==> config.mk <==
export PLATFORM = sky130hd
export DESIGN_NAME = mic_core
export DESIGN_NICKNAME = d
export VERILOG_FILES = /design/src/design/mic_pkg.sv /design/src/design/mic_core.sv
export SDC_FILE = /design/constraint.sdc
export NUM_CORES = 1
export LEC_CHECK = 0
export BUFFER_PORTS_ARGS = -buffer_cell sky130_fd_sc_hd__buf_2
export CORE_MARGIN = 4
export CORE_UTILIZATION = 50
export CTS_CLUSTER_SIZE = 12
export DETAILED_ROUTE_END_ITERATION = 12
export HOLD_SLACK_MARGIN = 0.06
export PLACE_DENSITY = 0.87
export SLEW_MARGIN = 20
export SYNTH_ARGS = -nofsm -noshare
export SYNTH_HDL_FRONTEND = slang
export SYNTH_SLANG_ARGS = --single-unit
==> constraint.sdc <==
create_clock -name clock -period 5.8 [get_ports clock]
set_input_delay 1.74 -clock clock [delete_from_list [all_inputs] [get_ports clock]]
set_output_delay 1.74 -clock clock [all_outputs]
set_load 0.01 [all_outputs]
==> src/design/mic_pkg.sv <==
package mic_pkg;
	// Source counts
	localparam int EXT_LINES = 4;
	localparam int KEY_COUNT = 8;
	localparam int PERIPH_COUNT = 26;
	localparam int PERIPH_LOW_COUNT = 20;
	localparam int PIN_COUNT = 1 + 3 + KEY_COUNT;
	// Vector numbers
	localparam logic [5:0] VEC_NONMASK = 6'h03;
	localparam logic [5:0] VEC_EXT0 = 6'h04;
	localparam logic [5:0] VEC_EXT6 = 6'h0A;
	localparam logic [5:0] VEC_PERIPH_LOW = 6'h11;
	localparam logic [5:0] VEC_PERIPH_HIGH = 6'h2C;
	// Field positions of the external lines in the 8-bit config bytes
	localparam int POS_LINE0 = 0;
	localparam int POS_LINE1 = 1;
	localparam int POS_LINE2 = 2;
	localparam int POS_LINE6 = 6;
	// Pin vector positions
	localparam int PIN_NONMASK = 0;
	localparam int PIN_EXT_LSB = 1;
	localparam int PIN_KEY_LSB = 4;
	// Reset values
	localparam logic [PIN_COUNT-1:0] PIN_IDLE = 12'hFFF;
	localparam logic [7:0] RESET_KEY_MASK = 8'hFF;
	localparam logic [7:0] RESET_SENSE = 8'hB8;
	localparam logic [7:0] RESET_ENABLE = 8'hB8;
	// Byte that a return restores: the even address is the high byte
	localparam int EVEN_BYTE_MSB = 15;
	localparam int EVEN_BYTE_LSB = 8;

	// Configuration bits
	typedef struct packed {
		logic nonmask_edge_select;
		logic [7:0] sense_select_reg;
		logic [7:0] request_enable_reg;
		logic [7:0] key_mask_bits;
	} mic_cfg_type;

	// Request handed to the CPU
	typedef struct packed {
		logic valid;
		logic [5:0] vector;
	} mic_grant_type;

	// Exception sequencer states
	typedef enum logic [2:0] {
		SEQ_IDLE = 3'h0,
		SEQ_PUSH_PC = 3'h1,
		SEQ_PUSH_CCR = 3'h3,
		SEQ_SET_MASK = 3'h2,
		SEQ_FETCH = 3'h6
	} mic_seq_type;

	// Vector of a peripheral request by its index
	function automatic logic [5:0] periph_vector(input int idx);
		if (idx < PERIPH_LOW_COUNT) begin
			periph_vector = VEC_PERIPH_LOW + 6'(idx);
		end else begin
			periph_vector = VEC_PERIPH_HIGH + 6'(idx - PERIPH_LOW_COUNT);
		end
	endfunction : periph_vector
endpackage : mic_pkg

==> src/design/mic_core.sv <==
`timescale 1ns/1ps
// What this block does
// - Nonmaskable request wins, ignores mask flag
// - Nonmaskable pin edge-sensed, edge bit picks polarity
// - Nonmaskable request uses vector three
// - External and nonmaskable requests wake software standby
// - Lines 0-2, 6 falling-edge or low-level each
// - Sense bit one edge, zero level
// - Line 6 ORs eight unmasked key inputs
// - Vectors 4-6 for lines 0-2, 10 for 6
// - Line 0 highest, line 6 lowest externally
// - Detection ignores pin direction
// - Twenty-six peripheral requests, enabled, masked by flag
// - Peripheral vectors 17-36 and 44-49
// - Maskable needs enable one and mask zero
// - Nonmaskable blocked in reset and hardware standby
// - Masked requests stay pending, not discarded
// - Highest accepted goes to CPU, others wait
// - CPU starts sequence at boundary, latches vector
// - Push PC and CONDITION_CODE_BYTE, set mask, fetch vector
// - CONDITION_CODE_BYTE doubled on stack; return restores even byte
// - Arbitration two states external, one internal
// - Request racing its disable still served unless outranked
module mic_core #(
	parameter int PERIPH_COUNT = mic_pkg::PERIPH_COUNT
) (
	// Clock and reset
	input wire logic clock,
	input wire logic rst,
	// Pins from outside, asynchronous
	input wire logic nonmask_pin,
	input wire logic [2:0] ext_request_n,
	input wire logic [7:0] key_sense_input_n,
	// Configuration bits
	input wire mic_pkg::mic_cfg_type cfg,
	// On-chip peripheral requests and their module enables
	input wire logic [PERIPH_COUNT-1:0] periph_req,
	input wire logic [PERIPH_COUNT-1:0] periph_enable,
	// CPU state
	input wire logic global_mask,
	input wire logic hw_standby,
	input wire logic sw_standby,
	input wire logic instr_done,
	input wire logic [15:0] cpu_pc,
	input wire logic [7:0] condition_code_byte,
	// Return from exception
	input wire logic return_from_exception,
	input wire logic [15:0] stack_word,
	// Request to the CPU
	output mic_pkg::mic_grant_type grant_reg,
	output logic wake_reg,
	// Exception sequence
	output logic seq_busy_reg,
	output logic stack_write_reg,
	output logic [15:0] stack_data_reg,
	output logic mask_set_reg,
	output logic vector_fetch_reg,
	output logic [15:0] vector_addr_reg,
	output logic [7:0] restored_ccr_reg
);
	// Synchroniser chain and filtered levels
	logic [mic_pkg::PIN_COUNT-1:0] pin_raw;
	logic [mic_pkg::PIN_COUNT-1:0] sync1_reg;
	logic [mic_pkg::PIN_COUNT-1:0] sync2_reg;
	logic [mic_pkg::PIN_COUNT-1:0] sync3_reg;
	logic [mic_pkg::PIN_COUNT-1:0] pin_level_reg;
	logic [mic_pkg::PIN_COUNT-1:0] agree;
	// External line view, bit 3 is line 6
	logic [3:0] ext_low;
	logic [3:0] ext_low_prev_reg;
	logic [3:0] ext_fall;
	logic [3:0] ext_en;
	logic [3:0] ext_edge_mode;
	logic [3:0] ext_latch_reg;
	logic [3:0] ext_req;
	logic [3:0] ext_stage_reg;
	logic [3:0] ext_ok;
	logic [3:0] ext_drop;
	// Nonmaskable path
	logic nonmask_prev_reg;
	logic nonmask_edge;
	logic nonmask_latch_reg;
	logic nonmask_stage_reg;
	logic nonmask_ok;
	// Peripheral path
	logic [PERIPH_COUNT-1:0] periph_ok;
	// Arbitration result
	mic_pkg::mic_grant_type grant_next;
	logic [3:0] win_ext_next;
	logic win_nonmask_next;
	logic [3:0] win_ext_reg;
	logic win_nonmask_reg;
	logic take;
	// Sequencer
	mic_pkg::mic_seq_type state_reg;
	mic_pkg::mic_seq_type state_next;
	logic [5:0] vec_hold_reg;
	logic [15:0] pc_hold_reg;
	logic [7:0] ccr_hold_reg;

	// Pin levels are used whatever the port direction is
	assign pin_raw = {key_sense_input_n, ext_request_n, nonmask_pin};

	// Three-stage synchroniser
	always_ff @(posedge clock or posedge rst) begin
		if (rst) begin
			sync1_reg <= mic_pkg::PIN_IDLE;
			sync2_reg <= mic_pkg::PIN_IDLE;
			sync3_reg <= mic_pkg::PIN_IDLE;
		end else begin
			sync1_reg <= pin_raw;
			sync2_reg <= sync1_reg;
			sync3_reg <= sync2_reg;
		end
	end

	// A change counts only once stages two and three agree
	assign agree = ~(sync2_reg ^ sync3_reg);

	// Filtered pin level
	always_ff @(posedge clock or posedge rst) begin
		if (rst) begin
			pin_level_reg <= mic_pkg::PIN_IDLE;
		end else begin
			pin_level_reg <= (agree & sync3_reg) | (~agree & pin_level_reg);
		end
	end

	// Active-low lines; line 6 is any unmasked key held low
	always_comb begin
		ext_low[2:0] = ~pin_level_reg[mic_pkg::PIN_EXT_LSB +: 3];
		ext_low[3] = |(~pin_level_reg[mic_pkg::PIN_KEY_LSB +: mic_pkg::KEY_COUNT]
			& ~cfg.key_mask_bits);
	end

	// Per-line enable and sense bits; lines 0 to 2 sit side by side
	assign ext_en = {cfg.request_enable_reg[mic_pkg::POS_LINE6],
		cfg.request_enable_reg[mic_pkg::POS_LINE2:mic_pkg::POS_LINE0]};
	assign ext_edge_mode = {cfg.sense_select_reg[mic_pkg::POS_LINE6],
		cfg.sense_select_reg[mic_pkg::POS_LINE2:mic_pkg::POS_LINE0]};

	// Previous levels for edge finding
	always_ff @(posedge clock or posedge rst) begin
		if (rst) begin
			ext_low_prev_reg <= 4'h0;
			nonmask_prev_reg <= 1'b1;
		end else begin
			ext_low_prev_reg <= ext_low;
			nonmask_prev_reg <= pin_level_reg[mic_pkg::PIN_NONMASK];
		end
	end

	// Falling pin means a rising low-level flag
	assign ext_fall = ext_low & ~ext_low_prev_reg;

	// Edge select bit: one for rising, zero for falling
	assign nonmask_edge = cfg.nonmask_edge_select ?
		(pin_level_reg[mic_pkg::PIN_NONMASK] & ~nonmask_prev_reg) :
		(~pin_level_reg[mic_pkg::PIN_NONMASK] & nonmask_prev_reg);

	// Accepted by the CPU; a maskable winner registered before the mask rose waits
	assign take = (state_reg == mic_pkg::SEQ_IDLE) & instr_done & grant_reg.valid
		& (~global_mask | win_nonmask_reg);

	// Disabled pending lines outranked by the winner are dropped
	always_comb begin
		if (win_nonmask_reg) begin
			ext_drop = ~ext_en;
		end else begin
			ext_drop = ~ext_en & ~(win_ext_reg | (win_ext_reg - 4'h1));
		end
		if (~take || win_ext_reg == 4'h0 && !win_nonmask_reg) begin
			ext_drop = 4'h0;
		end
	end

	// Edge latches; a new edge wins over any clear
	always_ff @(posedge clock or posedge rst) begin
		if (rst) begin
			ext_latch_reg <= 4'h0;
		end else begin
			for (int i = 0; i < mic_pkg::EXT_LINES; i++) begin
				if (ext_fall[i] && ext_edge_mode[i] && ext_en[i]) begin
					ext_latch_reg[i] <= 1'b1;
				end else if (take && win_ext_reg[i]) begin
					ext_latch_reg[i] <= 1'b0;
				end else if (ext_drop[i]) begin
					ext_latch_reg[i] <= 1'b0;
				end else if (global_mask && !ext_edge_mode[i] && !ext_en[i]) begin
					// Software flush: masked, level mode, disabled
					ext_latch_reg[i] <= 1'b0;
				end
			end
		end
	end

	// Edge lines come from the latch, level lines follow the pin live
	assign ext_req = (ext_latch_reg & ext_edge_mode)
		| (ext_low & ~ext_edge_mode & ext_en);

	// Nonmaskable latch, never armed in hardware standby
	always_ff @(posedge clock or posedge rst) begin
		if (rst) begin
			nonmask_latch_reg <= 1'b0;
		end else if (hw_standby) begin
			nonmask_latch_reg <= 1'b0;
		end else if (nonmask_edge) begin
			nonmask_latch_reg <= 1'b1;
		end else if (take && win_nonmask_reg) begin
			nonmask_latch_reg <= 1'b0;
		end
	end

	// Extra stage gives external sources their second arbitration state
	always_ff @(posedge clock or posedge rst) begin
		if (rst) begin
			ext_stage_reg <= 4'h0;
			nonmask_stage_reg <= 1'b0;
		end else begin
			ext_stage_reg <= ext_req;
			nonmask_stage_reg <= nonmask_latch_reg & ~hw_standby;
		end
	end

	// Acceptance: maskable ones wait while the mask flag is set
	always_comb begin
		ext_ok = ext_stage_reg & ext_req & {4{~global_mask}};
		nonmask_ok = nonmask_stage_reg & nonmask_latch_reg & ~hw_standby;
		periph_ok = periph_req & periph_enable & {PERIPH_COUNT{~global_mask}};
	end

	// Fixed priority: scan low to high so the highest overwrites
	always_comb begin
		grant_next = '0;
		win_ext_next = 4'h0;
		win_nonmask_next = 1'b0;
		for (int i = PERIPH_COUNT - 1; i >= 0; i--) begin
			if (periph_ok[i]) begin
				grant_next.valid = 1'b1;
				grant_next.vector = mic_pkg::periph_vector(i);
			end
		end
		if (ext_ok[3]) begin
			grant_next.valid = 1'b1;
			grant_next.vector = mic_pkg::VEC_EXT6;
			win_ext_next = 4'h8;
		end
		for (int i = 2; i >= 0; i--) begin
			if (ext_ok[i]) begin
				grant_next.valid = 1'b1;
				grant_next.vector = mic_pkg::VEC_EXT0 + 6'(i);
				win_ext_next = 4'(1 << i);
			end
		end
		if (nonmask_ok) begin
			grant_next.valid = 1'b1;
			grant_next.vector = mic_pkg::VEC_NONMASK;
			win_ext_next = 4'h0;
			win_nonmask_next = 1'b1;
		end
	end

	// Grant register; dropped for one cycle on acceptance so a stale
	// winner is never presented twice while its source clears
	always_ff @(posedge clock or posedge rst) begin
		if (rst) begin
			grant_reg <= '0;
			win_ext_reg <= 4'h0;
			win_nonmask_reg <= 1'b0;
		end else if (take) begin
			grant_reg <= '0;
			win_ext_reg <= 4'h0;
			win_nonmask_reg <= 1'b0;
		end else begin
			grant_reg <= grant_next;
			win_ext_reg <= win_ext_next;
			win_nonmask_reg <= win_nonmask_next;
		end
	end

	// Wake from software standby on any external or nonmaskable request
	always_ff @(posedge clock or posedge rst) begin
		if (rst) begin
			wake_reg <= 1'b0;
		end else begin
			wake_reg <= sw_standby & (nonmask_latch_reg | (|ext_req));
		end
	end

	// Sequencer next state
	always_comb begin
		state_next = state_reg;
		unique case (state_reg)
			mic_pkg::SEQ_IDLE: begin
				if (take) begin
					state_next = mic_pkg::SEQ_PUSH_PC;
				end
			end
			mic_pkg::SEQ_PUSH_PC: state_next = mic_pkg::SEQ_PUSH_CCR;
			mic_pkg::SEQ_PUSH_CCR: state_next = mic_pkg::SEQ_SET_MASK;
			mic_pkg::SEQ_SET_MASK: state_next = mic_pkg::SEQ_FETCH;
			mic_pkg::SEQ_FETCH: state_next = mic_pkg::SEQ_IDLE;
			default: begin
				// Illegal code recovers to idle
				state_next = mic_pkg::SEQ_IDLE;
			end
		endcase
	end

	// Sequencer state
	always_ff @(posedge clock or posedge rst) begin
		if (rst) begin
			state_reg <= mic_pkg::SEQ_IDLE;
		end else begin
			state_reg <= state_next;
		end
	end

	// Vector, PC and CONDITION_CODE_BYTE caught at acceptance
	always_ff @(posedge clock or posedge rst) begin
		if (rst) begin
			vec_hold_reg <= 6'h00;
			pc_hold_reg <= 16'h0000;
			ccr_hold_reg <= 8'h00;
		end else if (take) begin
			vec_hold_reg <= grant_reg.vector;
			pc_hold_reg <= cpu_pc;
			ccr_hold_reg <= condition_code_byte;
		end
	end

	// Sequence outputs, one cycle behind the state; busy comes from the next state, so it lines up with the state
	always_ff @(posedge clock or posedge rst) begin
		if (rst) begin
			seq_busy_reg <= 1'b0;
			stack_write_reg <= 1'b0;
			stack_data_reg <= 16'h0000;
			mask_set_reg <= 1'b0;
			vector_fetch_reg <= 1'b0;
			vector_addr_reg <= 16'h0000;
		end else begin
			seq_busy_reg <= (state_next != mic_pkg::SEQ_IDLE);
			stack_write_reg <= (state_reg == mic_pkg::SEQ_PUSH_PC)
				| (state_reg == mic_pkg::SEQ_PUSH_CCR);
			if (state_reg == mic_pkg::SEQ_PUSH_CCR) begin
				stack_data_reg <= {ccr_hold_reg, ccr_hold_reg};
			end else begin
				stack_data_reg <= pc_hold_reg;
			end
			mask_set_reg <= (state_reg == mic_pkg::SEQ_SET_MASK);
			vector_fetch_reg <= (state_reg == mic_pkg::SEQ_FETCH);
			// Two-byte table entries
			vector_addr_reg <= {9'h000, vec_hold_reg, 1'b0};
		end
	end

	// Return takes the even-address byte, the odd copy is ignored
	always_ff @(posedge clock or posedge rst) begin
		if (rst) begin
			restored_ccr_reg <= 8'h00;
		end else if (return_from_exception) begin
			restored_ccr_reg <= stack_word[mic_pkg::EVEN_BYTE_MSB:mic_pkg::EVEN_BYTE_LSB];
		end
	end
endmodule : mic_core

Yosys cells after proc, flatten, opt, wreduce, memory -nomap -nowiden:

Cells that the tools add are included.

* bits in registers: 143
* bits in latches: 0
* RAM bits: 0
* bits in read-only memories: 0
* bits of input ports: 136
* output and inout bits: 52
* memories: 0

* add/sub/neg operators: 1
* multipliers: 0
* div/mod/pow operators: 0
* $lt $le $gt $ge: 0
* equal/unequal tests: 4
* shifts and indexed selects: 0
* multiplexer cells: 65
* bitwise gates (word level): 42
* reduce and logical (&&, ||, !) cells: 42

Operator list (number)
* $mux W7: 32
* $and A26 B26 Y26: 2
* $mux W4: 8
* $and A4 B4 Y4: 7
* $and A12 B12 Y12: 2
* $not A12 Y12: 2
* $logic_and A1 B1 Y1: 22
* $mux W1: 22
* $mux W16: 1
* $not A4 Y4: 4
* $not A8 Y8: 2
* $reduce_bool A4 Y1: 4
* $or A12 B12 Y12: 1
* $pmux W3 S4: 1
* $xor A12 B12 Y12: 1
* $and A1 B1 Y1: 9
* $logic_not A1 Y1: 9
* $and A8 B8 Y8: 1
* $or A4 B4 Y4: 2
* $reduce_or A8 Y1: 1
* $eq A3 B2 Y1 const B: 2
* $reduce_bool A3 Y1: 2
* $not A1 Y1: 5
* $logic_not A4 Y1: 1
* other kinds (9): 11

Longest topological paths before layout:

Gate-level depths: netlist (run 1).

* depth after elaboration: 34
* depth in mapped cells: 7

Worst setup path before layout (run 1):

No wires, ideal clock.

* kind: input -> register
* from: input port global_mask
* to: register grant_reg[0] (netlist bit)
* library setup time: 131 ps
* data arrival time: 3162 ps
* data required time: 5669 ps
* path slack: 2507 ps
* stages: 7
* path buffers: 2
* cell sequence: clkbuf_1 -> nor2b_1 -> or4_1 -> clkbuf_1 -> a221o_1 -> a31oi_1 -> a211oi_1

* longest elaborated chain between the ends: 34
* elaborated cells between the ends (all ways): 37
* classes of those cells: 32 x mux; 5 x bitwise

Ends and longest elaborated chain
* start, declared: line mic_core.sv:40 `input wire logic global_mask,`
* $not A1 Y1 *: line mic_core.sv:163, mic_core.sv:227, mic_core.sv:229
* $and A26 B26 Y26: line mic_core.sv:229 `periph_ok = periph_req & periph_enable & {PERIPH_COUNT{~global_mask}};`
* $mux W7 (26 in a row): line mic_core.sv:238 `if (periph_ok[i]) begin`
* $mux W7: line mic_core.sv:243 `if (ext_ok[3]) begin`
* $mux W7 (3 in a row): line mic_core.sv:249 `if (ext_ok[i]) begin`
* $mux W7: line mic_core.sv:255 `if (nonmask_ok) begin`
* $mux W7 *: line mic_core.sv:270 `end else if (take) begin`
* end signal, assigned: line mic_core.sv:275 `grant_reg <= grant_next;`
* end, declared: line mic_core.sv:50 `output mic_pkg::mic_grant_type grant_reg,`

Mark *: on every way between the ends. The rest lies on a longest branch, timed or not.
A chain may end at the register's enable or synchronous reset.

Worst setup path after layout (run 1):

Same ends and word-level chain as after synthesis.

==> results of run 1 <==
## layer usage
layer / global-route usage, % / vias to the layer above
li1: - / 1982
met1: 24.7 / 2038
met2: 34.6 / 171
met3: 5.15 / 26
met4: 9.38 / 0
met5: 0 / -
## power groups by stage
stage	logic, uW	clock network [uW]	registers (uW)
final	587	1020	1380
after global routing	651	1090	1410
after CTS	596	1030	1380
after detailed placement	585	0	1390
after global placement	555	0	1370
after floorplan	314	0	1410
## Yosys cell counts, drive strengths merged (2+ instances only)
master  instances  share of area, %
o21a            3              0.40
or2             2              0.22
clkbuf         11              0.74
nor2           18               1.2
inv             9              0.61
nor3b           2              0.27
or3b            2              0.31
o22ai           5              0.56
o21ai           8              0.72
dfrtp          94                42
buf            14               1.7
a41o            3              0.54
a22oi           6              0.81
nand4           4              0.45
nand3           5              0.45
and3            4              0.45
maj3           12               2.2
or3             2              0.22
mux2           24               4.8
a211oi          4              0.54
a221oi          2              0.31
a41oi           6              0.94
and2            2              0.22
nor2b           7              0.78
or4             3              0.40
a21oi          15               1.3
nand2b          2              0.22
a21o            2              0.27
a311oi          3              0.47
dfstp          49                23
nand2         137               9.2
nor3            4              0.36
a31oi           5              0.56
nor4            2              0.34
## worst register-to-register path: cells and delay by family (launching register included)
| kind | cells | cell delay (ns) |
|---|---|---|
| simple gates | 2 | 1.34 |
| flops | 1 | 0.43 |
| compound gates | 3 | 0.67 |
## cell families after synthesis
| kind of cell | share of synthesized area (%) |
|---|---|
| AOI/OAI and AO/OA | 9.06 |
| and+or+nand+nor | 15.6 |
| muxes | 4.84 |
| other | 0.0672 |
| adders and majority gates | 2.15 |
| DFF | 65.2 |
| buffers and inverters | 3.03 |
## per-stage QoR
step                      std cells  utilization (%)  cell area (um^2)  hold WS [ns]  total power [uW]
after CTS                       804             64.7              7050         0.353              3010
final                           804             64.7              7050         0.353              2990
after detailed placement        772             59.6              6490         0.347              1980
after global routing            804             64.7              7050         0.358              3150
after global placement          772             59.6              6490         0.346              1930
after floorplan                 494                -              5610         0.345              1720
## how the worst min path moves through the flow
stage	to	slack, ns
final	sync2_reg[10]	0.35
after detailed placement	sync2_reg[3]	0.35
after global routing	sync2_reg[6]	0.36
after global placement	sync2_reg[5]	0.35
after CTS	sync2_reg[10]	0.35
after floorplan	sync2_reg[0]	0.35
## final cells by class
type                    instances  area share (%)
repair buffers                163            11.6
clock inverters                 7            1.21
well taps                     140            2.49
clock buffers                  25            6.73
inverters                       9           0.550
multi-input cells             317            25.7
flip-flops and latches        143            51.6
==> run_results.csv, run 1 <==
group,metric,value,unit
timing,worst_slack,2.28,ns
routing,drt_iter0_markers,411,
flow_run,drv_cap,0,
timing,skew,0.00921,ns
timing,hold_violations,0,
cts,cts.sinks,143,
routing,route.detailed.drc,0,
cts,root_buffer,"clkbuf_8",
synth,synth_seq_cells,143,
cts,ctsHoldBuffers,0,
pwr,power.share.clock,34.1,%
setup_path,timing.rr.start,"state_reg[1]",
floorplanning,ios,188,
cells_and_area,drive_gt1_share,40.1,%
setup_path,cp-startpoint,"global_mask",
pwr,pwr-share-comb,19.7,%
floorplanning,start_util,51.2,%
setup_path,worstPathRequired,6.18,ns
timing,setup_viol,0,
pwr,ir_drop,0.253,mV
pwr,p_seq_share,46.3,%
cells_and_area,antenna_cells,0,
floorplanning,fp.dieH,114,um
cells_and_area,layout_common_cells,"161 x buf_2, 137 x nand2_1, 94 x dfrtp_1",
floorplanning,num_rows,38,
place,place.gp.congestion,0.838,
pwr,swShare,28.0,%
pwr,p_int,2150,uW
setup_path,crit_type,"input pin to register",
pwr,powerDensity,424,nW/um^2
routing,routed_wl,12700,um
setup_path,end_kind,"register",
cts,htreeDepth,4,
cts,cts_tree,"done",
synth,syn_avg_cell_area,11.5,um^2
cells_and_area,syn_to_final_growth,26.3,%
hold_path,min_path_cells,0,
pwr,switchingPower,834,uW
global_route,grt_pass1_wl,20700,um
cts,clk_latency,0.52,ns
setup_path,crit_path_start_kind,"input pin",
floorplanning,die_width,114,um
global_route,grt_pass1_vias,4426,
place,io_buffers,161,
cells_and_area,ff_latch_area,3640,um^2
cts,post_cts_buffers,0,
timing,fmax,284,MHz
setup_path,cp_num_buf_inv,1,
setup_path,crit_path_top_delay_cell,"or4_2",
setup_path,arrival,3.90,ns
routing,wire_per_inst,15.8,um
place,dpl_worst_slack,1.78,ns
routing,ant_nets,0,
synth,synth-edff-count,0,
setup_path,r2r_slack,3.23,ns
cells_and_area,fill_cells,837,
hold_path,hp-class,"register to register",
timing,fin_setup_tns,0,ns
setup_path,cp_slowest_stage_delay,1.00,ns
cts,cts_made_buffers,17,
timing,slew_headroom,39.7,%
setup_path,timing.rr.end,"grant_reg[0]",
global_route,grt_max_degree,109,
synth,synth_cell_types,53,
setup_path,critPathMaxFanout,34,
synth,ys_async_sr_fraction,100,%
cts,cts_resized,0,
timing,rsz0062_at_grt,"no",
synth,synth_flop_cell,"dfrtp_1",
routing,dr.pass1.iters,4,
floorplanning,core_area,10900,um^2
routing,wl_met3,906,um
cells_and_area,finalNetCount,787,
global_route,track_usage,20.4,%
setup_path,cp-endpoint,"grant_reg[0]",
setup_path,cp.depth,6,
routing,dr_wl_met2,6480,um
floorplanning,die_area,12900,um^2
routing,vias,4217,
synth,ys_warn_count,0,
pwr,total_leakage_power,0.00350,uW
hold_path,min_from,"sync1_reg[10]",
cells_and_area,multi_input_area,1810,um^2
cts,clk_pin_slew_worst_paths,0.06,ns
cells_and_area,layout.cells.most_common,"buf_2",
synth,synthCells,485,
synth,ys_seq_area_share,65.2,%
synth,netlist_area,5580,um^2
outcome,status,"finished clean",
setup_path,critPathTopFamily,"simple AND/OR/NAND/NOR gates",
setup_path,path_cells,"buf_2 > nor2b_1 > or4_2 > a221o_1 > a31oi_1 > a211oi_1",
timing,finalMaxSlewViolations,0,
routing,wirelength_met1,5070,um
routing,top_layer_used,"met4",
timing,min_period,3.52,ns
routing,via_per_inst,5.25,
place,detailed_place_hpwl,9260,um
global_route,antenna_found_initial,0,
timing,min_period_over_period,60.7,%
global_route,overflow,0,
setup_path,reg2reg_depth,5,
cts,cts.path.max_buffers,2,
timing,worstMarginPinSlew,0.905,ns
Note: power is estimated with default switching activity, not from simulation.
==> inputs of run 2 (changes only) <==
--- a/config.mk
+++ b/config.mk
@@ -7,11 +7,11 @@
 export LEC_CHECK = 0
 export BUFFER_PORTS_ARGS = -buffer_cell sky130_fd_sc_hd__buf_2
 export CORE_MARGIN = 4
-export CORE_UTILIZATION = 50
+export CORE_UTILIZATION = 45
 export CTS_CLUSTER_SIZE = 12
 export DETAILED_ROUTE_END_ITERATION = 12
 export HOLD_SLACK_MARGIN = 0.06
-export PLACE_DENSITY = 0.87
+export PLACE_DENSITY = 0.83
 export SLEW_MARGIN = 20
 export SYNTH_ARGS = -nofsm -noshare
 export SYNTH_HDL_FRONTEND = slang
==> constraint.sdc (replaced) <==
create_clock -name clock -period 2.9 [get_ports clock]
set_input_delay 0.87 -clock clock [delete_from_list [all_inputs] [get_ports clock]]
set_output_delay 0.87 -clock clock [all_outputs]
set_load 0.01 [all_outputs]
==> run 2 against run 1 <==
Effect of this change:
- global-route usage is 1.7 points lower
- worst setup slack worse by 1.5 ns
- non-clock buffer count is 5 higher
- largest cell class unchanged
- utilization is 5.1 points lower
- worst hold slack hardly changed
==> run_results.csv, run 2 (same netlist as run 1, synthesis figures left out) <==
group,metric,value,unit
outcome,status,"finished clean",
cells_and_area,finalNetCount,792,
cells_and_area,fill_cells,951,
routing,route.detailed.drc,0,
setup_path,cp_slowest_stage_delay,0.46,ns
timing,rsz0062_at_grt,"no",
floorplanning,ios,188,
timing,worst_slack,0.759,ns
pwr,powerDensity,841,nW/um^2
place,place_inst,805,
global_route,grt_pass1_vias,4541,
timing,min_period_over_period,73.8,%
setup_path,r2r_slack,0.76,ns
cells_and_area,fin_cells,837,
timing,slew_headroom,52.1,%
global_route,antenna_found_initial,0,
routing,drt_iter0_markers,341,
timing,fmax,467,MHz
cts,root_buffer,"clkbuf_16",
cts,cts_resized,0,
setup_path,cp.depth,6,
setup_path,crit_path_top_delay_cell,"or3_1",
hold_path,hp-class,"register to register",
setup_path,cp_num_buf_inv,1,
pwr,pwr-share-comb,19.9,%
routing,dr.pass1.iters,6,
setup_path,cp-startpoint,"periph_req[2]",
pwr,p_seq_share,45.6,%
cells_and_area,drive_gt1_share,40.5,%
place,dpl_worst_slack,0.343,ns
setup_path,path_cells,"buf_2 > a222oi_1 > a41oi_1 > or3_1 > nor3_1 > a41oi_1",
cts,clk_pin_slew_worst_paths,0.06,ns
floorplanning,die_area,14200,um^2
floorplanning,core_area,12100,um^2
floorplanning,start_util,46.3,%
cts,cts_made_buffers,17,
global_route,grt_max_degree,51,
setup_path,timing.rr.end,"grant_reg[0]",
floorplanning,fp.dieH,119,um
place,io_buffers,161,
floorplanning,die_width,119,um
pwr,total_leakage_power,0.00354,uW
setup_path,crit_path_start_kind,"input pin",
timing,min_period,2.14,ns
cells_and_area,layout.cells.most_common,"buf_2",
cts,ctsHoldBuffers,0,
cells_and_area,antenna_cells,0,
routing,wire_per_inst,15.4,um
pwr,swShare,27.6,%
timing,whs,0.354,ns
timing,worstMarginPinSlew,0.717,ns
pwr,switchingPower,1670,uW
setup_path,cp-endpoint,"grant_reg[6]",
setup_path,reg2reg_depth,5,
setup_path,arrival,2.41,ns
global_route,overflow,0,
cts,post_cts_buffers,0,
routing,vias,4272,
timing,skew,0.00609,ns
place,detailed_place_hpwl,9470,um
cts,htreeDepth,4,
cts,cts_tree,"done",
setup_path,crit_path_frequent_cell,"a41oi_1",
setup_path,critPathMaxFanout,3,
setup_path,worstPathRequired,3.17,ns
timing,setup_viol,0,
global_route,grt_pass1_wl,21300,um
place,place.gp.congestion,0.877,
pwr,power.share.clock,34.5,%
routing,routed_wl,12900,um
flow_run,drv_cap,0,
routing,ant_nets,0,
cts,cts.sinks,143,
pwr,p_int,4370,uW
global_route,track_usage,18.8,%
routing,via_per_inst,5.10,
setup_path,crit_type,"input pin to register",
pwr,power.total,6040,uW
timing,finalMaxSlewViolations,0,
timing,fin_setup_tns,0,ns
cells_and_area,layout_common_cells,"161 x buf_2, 137 x nand2_1, 94 x dfrtp_1",
floorplanning,num_rows,40,
setup_path,end_kind,"register",
cells_and_area,syn_to_final_growth,28.8,%
cts,clk_latency,0.41,ns
cts,cts.path.max_buffers,2,
setup_path,critPathTopFamily,"compound AO/OA/AOI/OAI gates",
pwr,ir_drop,0.538,mV
timing,hold_violations,0,
[run 2: power by group through the flow]
| stage | logic, uW | clock network (uW) | registers [uW] |
|---|---|---|---|
| 2_1_floorplan | 629 | 0 | 2810 |
| 3_3_place_gp | 1140 | 0 | 2750 |
| 3_5_place_dp | 1200 | 0 | 2780 |
| 4_1_cts | 1220 | 2140 | 2760 |
| 5_1_grt | 1350 | 2240 | 2810 |
| 6_report | 1200 | 2090 | 2750 |
[run 2: routing by layer]
layer  GRT usage (%)  vias to the layer above  share of wire, %
met3            6.36                       22               6.6
li1                -                     1995                 -
met2            32.8                      174                52
met1            21.7                     2081                39
met5               0                        -                 0
met4            5.87                        0               1.8
[run 2: worst min-delay path by stage]
| stage | end | from | depth (start not counted) | slack (ns) |
|---|---|---|---|---|
| 2_1_floorplan | sync2_reg[0] | sync1_reg[0] | 0 | 0.35 |
| 3_3_place_gp | sync2_reg[9] | sync1_reg[9] | 0 | 0.35 |
| 3_5_place_dp | sync2_reg[3] | sync1_reg[3] | 0 | 0.35 |
| 4_1_cts | sync2_reg[5] | sync1_reg[5] | 0 | 0.35 |
| 5_1_grt | sync2_reg[5] | sync1_reg[5] | 0 | 0.36 |
| 6_report | sync2_reg[3] | sync1_reg[3] | 0 | 0.35 |
[run 2: final cells by class]
| type | instances | area [um^2] | share of cell area [%] |
|---|---|---|---|
| Multi-Input combinational cell | 317 | 1810 | 25.2 |
| Clock inverter | 3 | 17.5 | 0.244 |
| Tap cell | 168 | 210 | 2.92 |
| Inverter | 9 | 37.5 | 0.522 |
| Clock buffer | 29 | 573 | 7.97 |
| Sequential cell | 143 | 3640 | 50.6 |
| Timing Repair Buffer | 168 | 896 | 12.5 |
[run 2: through the flow]
stage / instance area, um^2 / utilization, %
after floorplan: 5620 / -
after global placement: 6600 / 54.7
after detailed placement: 6600 / 54.7
after CTS: 7190 / 59.6
after global routing: 7190 / 59.6
final: 7190 / 59.6
[run 2: worst reg2reg max path: stages (launching register included)]
cell      delay, ns
dfstp_2        0.53
o22ai_1        0.09
or4_1          0.64
a31oi_1        0.35
a311oi_1       0.15
a211oi_1       0.27
==> inputs of run 3 (changes only) <==
--- a/config.mk
+++ b/config.mk
@@ -7,11 +7,11 @@
 export LEC_CHECK = 0
 export BUFFER_PORTS_ARGS = -buffer_cell sky130_fd_sc_hd__buf_2
 export CORE_MARGIN = 4
-export CORE_UTILIZATION = 45
+export CORE_UTILIZATION = 50
 export CTS_CLUSTER_SIZE = 12
 export DETAILED_ROUTE_END_ITERATION = 12
 export HOLD_SLACK_MARGIN = 0.06
-export PLACE_DENSITY = 0.83
+export PLACE_DENSITY = 0.87
 export SLEW_MARGIN = 20
 export SYNTH_ARGS = -nofsm -noshare
 export SYNTH_HDL_FRONTEND = slang
==> constraint.sdc (replaced) <==
create_clock -name clock -period 2.1 [get_ports clock]
set_input_delay 0.63 -clock clock [delete_from_list [all_inputs] [get_ports clock]]
set_output_delay 0.63 -clock clock [all_outputs]
set_load 0.01 [all_outputs]
==> run 3 against run 2 <==
Effect of this change:
- wire length increased by 0.78%
- critical path depth unchanged
- utilization increased by 7.7 points
- total power increased by 38%
- sequential power increased by 37%
- sequential share of layout area decreased by 0.99 points
- largest cell class unchanged
==> run_results.csv, run 3 (same netlist as run 1, synthesis figures left out) <==
group,metric,value,unit
cells_and_area,layout.cells.most_common,"buf_2",
routing,dr.pass1.iters,4,
cells_and_area,ff_latch_area,3640,um^2
routing,route.detailed.drc,0,
floorplanning,start_util,51.2,%
cells_and_area,finalNetCount,818,
routing,via_per_inst,5.19,
cells_and_area,final_cell_area,7330,um^2
global_route,grt_pass1_vias,4669,
setup_path,reg2reg_depth,6,
timing,setup_viol,0,
floorplanning,die_area,12900,um^2
timing,min_period_over_period,95.5,%
global_route,track_usage,21.1,%
cts,cts.path.max_buffers,2,
flow_run,drv_cap,0,
routing,vias,4335,
timing,skew,0.00808,ns
cts,clk_latency,0.53,ns
setup_path,crit_type,"register to register",
setup_path,worstPathRequired,2.51,ns
timing,worstMarginPinSlew,0.512,ns
cts,cts_tree,"done",
place,io_buffers,161,
floorplanning,num_rows,38,
pwr,ir_drop,0.788,mV
cells_and_area,drive_gt1_share,43.6,%
cts,cts.sinks,143,
timing,slew_headroom,65.9,%
floorplanning,fp.dieH,114,um
setup_path,end_kind,"register",
timing,min_period,2.00,ns
cts,root_buffer,"clkbuf_8",
place,detailed_place_hpwl,9640,um
pwr,power.total,8360,uW
hold_path,hp-class,"input pin to register",
cells_and_area,fill_cells,812,
cts,ctsHoldBuffers,0,
timing,rsz0062_at_grt,"no",
timing,whs,0.200,ns
global_route,antenna_found_initial,0,
timing,hold_violations,0,
place,place.gp.congestion,0.874,
cells_and_area,layout_common_cells,"161 x buf_2, 137 x nand2_1, 94 x dfrtp_1",
setup_path,crit_path_start_kind,"register",
setup_path,critPathMaxFanout,33,
timing,finalMaxSlewViolations,0,
outcome,status,"finished clean",
cells_and_area,antenna_cells,0,
floorplanning,die_width,114,um
routing,routed_wl,13000,um
pwr,total_leakage_power,0.00367,uW
cells_and_area,syn_to_final_growth,31.4,%
cells_and_area,multi_input_area,1830,um^2
cts,clk_pin_slew_worst_paths,0.06,ns
global_route,overflow,0,
timing,fmax,499,MHz
routing,ant_nets,0,
cts,htreeDepth,4,
cts,cts_made_buffers,17,
global_route,grt_pass1_wl,21500,um
place,dpl-instance-area,6750,um^2
floorplanning,core_area,10900,um^2
routing,wire_per_inst,15.6,um
global_route,grt_max_degree,101,
hold_path,min_path_cells,1,
routing,drt_iter0_markers,433,
floorplanning,ios,188,
setup_path,arrival,2.41,ns
pwr,powerDensity,1140,nW/um^2
[run 3: changes by cell type in the layout (fill, tap and decap cells not counted), moves of 2 or more]
cell       delta
buf_4        +27
clkbuf_1      -3
clkbuf_16     -3
clkinv_2      +3
clkinv_4      +2
[run 3: power by group]
| group | switching, uW | internal [uW] | total (uW) |
|---|---|---|---|
| Sequential | 317 | 3460 | 3780 |
| Clock | 1090 | 1720 | 2810 |
| Combinational | 968 | 806 | 1770 |
[run 3: area by class of cell]
type,count,area share (%)
timing repair buffer,194,14.7
inverter,9,0.512
clock inverter,9,1.11
tap,140,2.39
sequential,143,49.7
clock buffer,23,6.64
multi-input combinational,317,25.0
[run 3: final timing paths]
check                                     start                 to  slack [ns]
hold / removal             key_sense_input_n[6]      sync1_reg[10]        0.20
max in group asynchronous                   rst       sync3_reg[3]        1.43
setup / recovery                   state_reg[1]   ext_latch_reg[2]         0.1
min in group asynchronous                   rst  stack_data_reg[5]        0.27
setup reg to reg                   state_reg[1]   ext_latch_reg[2]         0.1
hold reg to reg                    sync1_reg[2]       sync2_reg[2]        0.35
[run 3: per-layer routing]
| layer | up-vias | global-route usage [%] | wire (um) |
|---|---|---|---|
| met1 | 2114 | 25.8 | 5270 |
| met2 | 150 | 36.6 | 6670 |
| met4 | 0 | 6.17 | 149 |
| met3 | 20 | 6.10 | 901 |
| li1 | 2051 | - | - |
| met5 | - | 0 | 0 |
[run 3: stage by stage]
stage	setup WS, ns	setup TNS (ns)	utilization [%]	cells
final	0.0954	0	67.3	835
after global routing	0.0411	0	67.3	835
after CTS	0.0242	0	67.2	835
after detailed placement	-0.197	-0.868	62.0	803
after global placement	-0.138	-0.645	62.0	803
after floorplan	-0.281	-26.42	-	494
[run 3: timing repair]
| action | 4_1_cts | 5_1_grt |
|---|---|---|
| gates resized for setup | 0 | 2 |
| setup endpoints to repair | 0 | 4 |
| setup buffers | 0 | 0 |
[run 3: critical path, stage by stage, from the launching register on]
cell	delay [ns]
dfrtp_1	0.38
or2_1	0.28
or4_1	0.57
buf_4	0.28
o21ai_1	0.17
o21ai_1	0.07
o2bb2ai_1	0.12
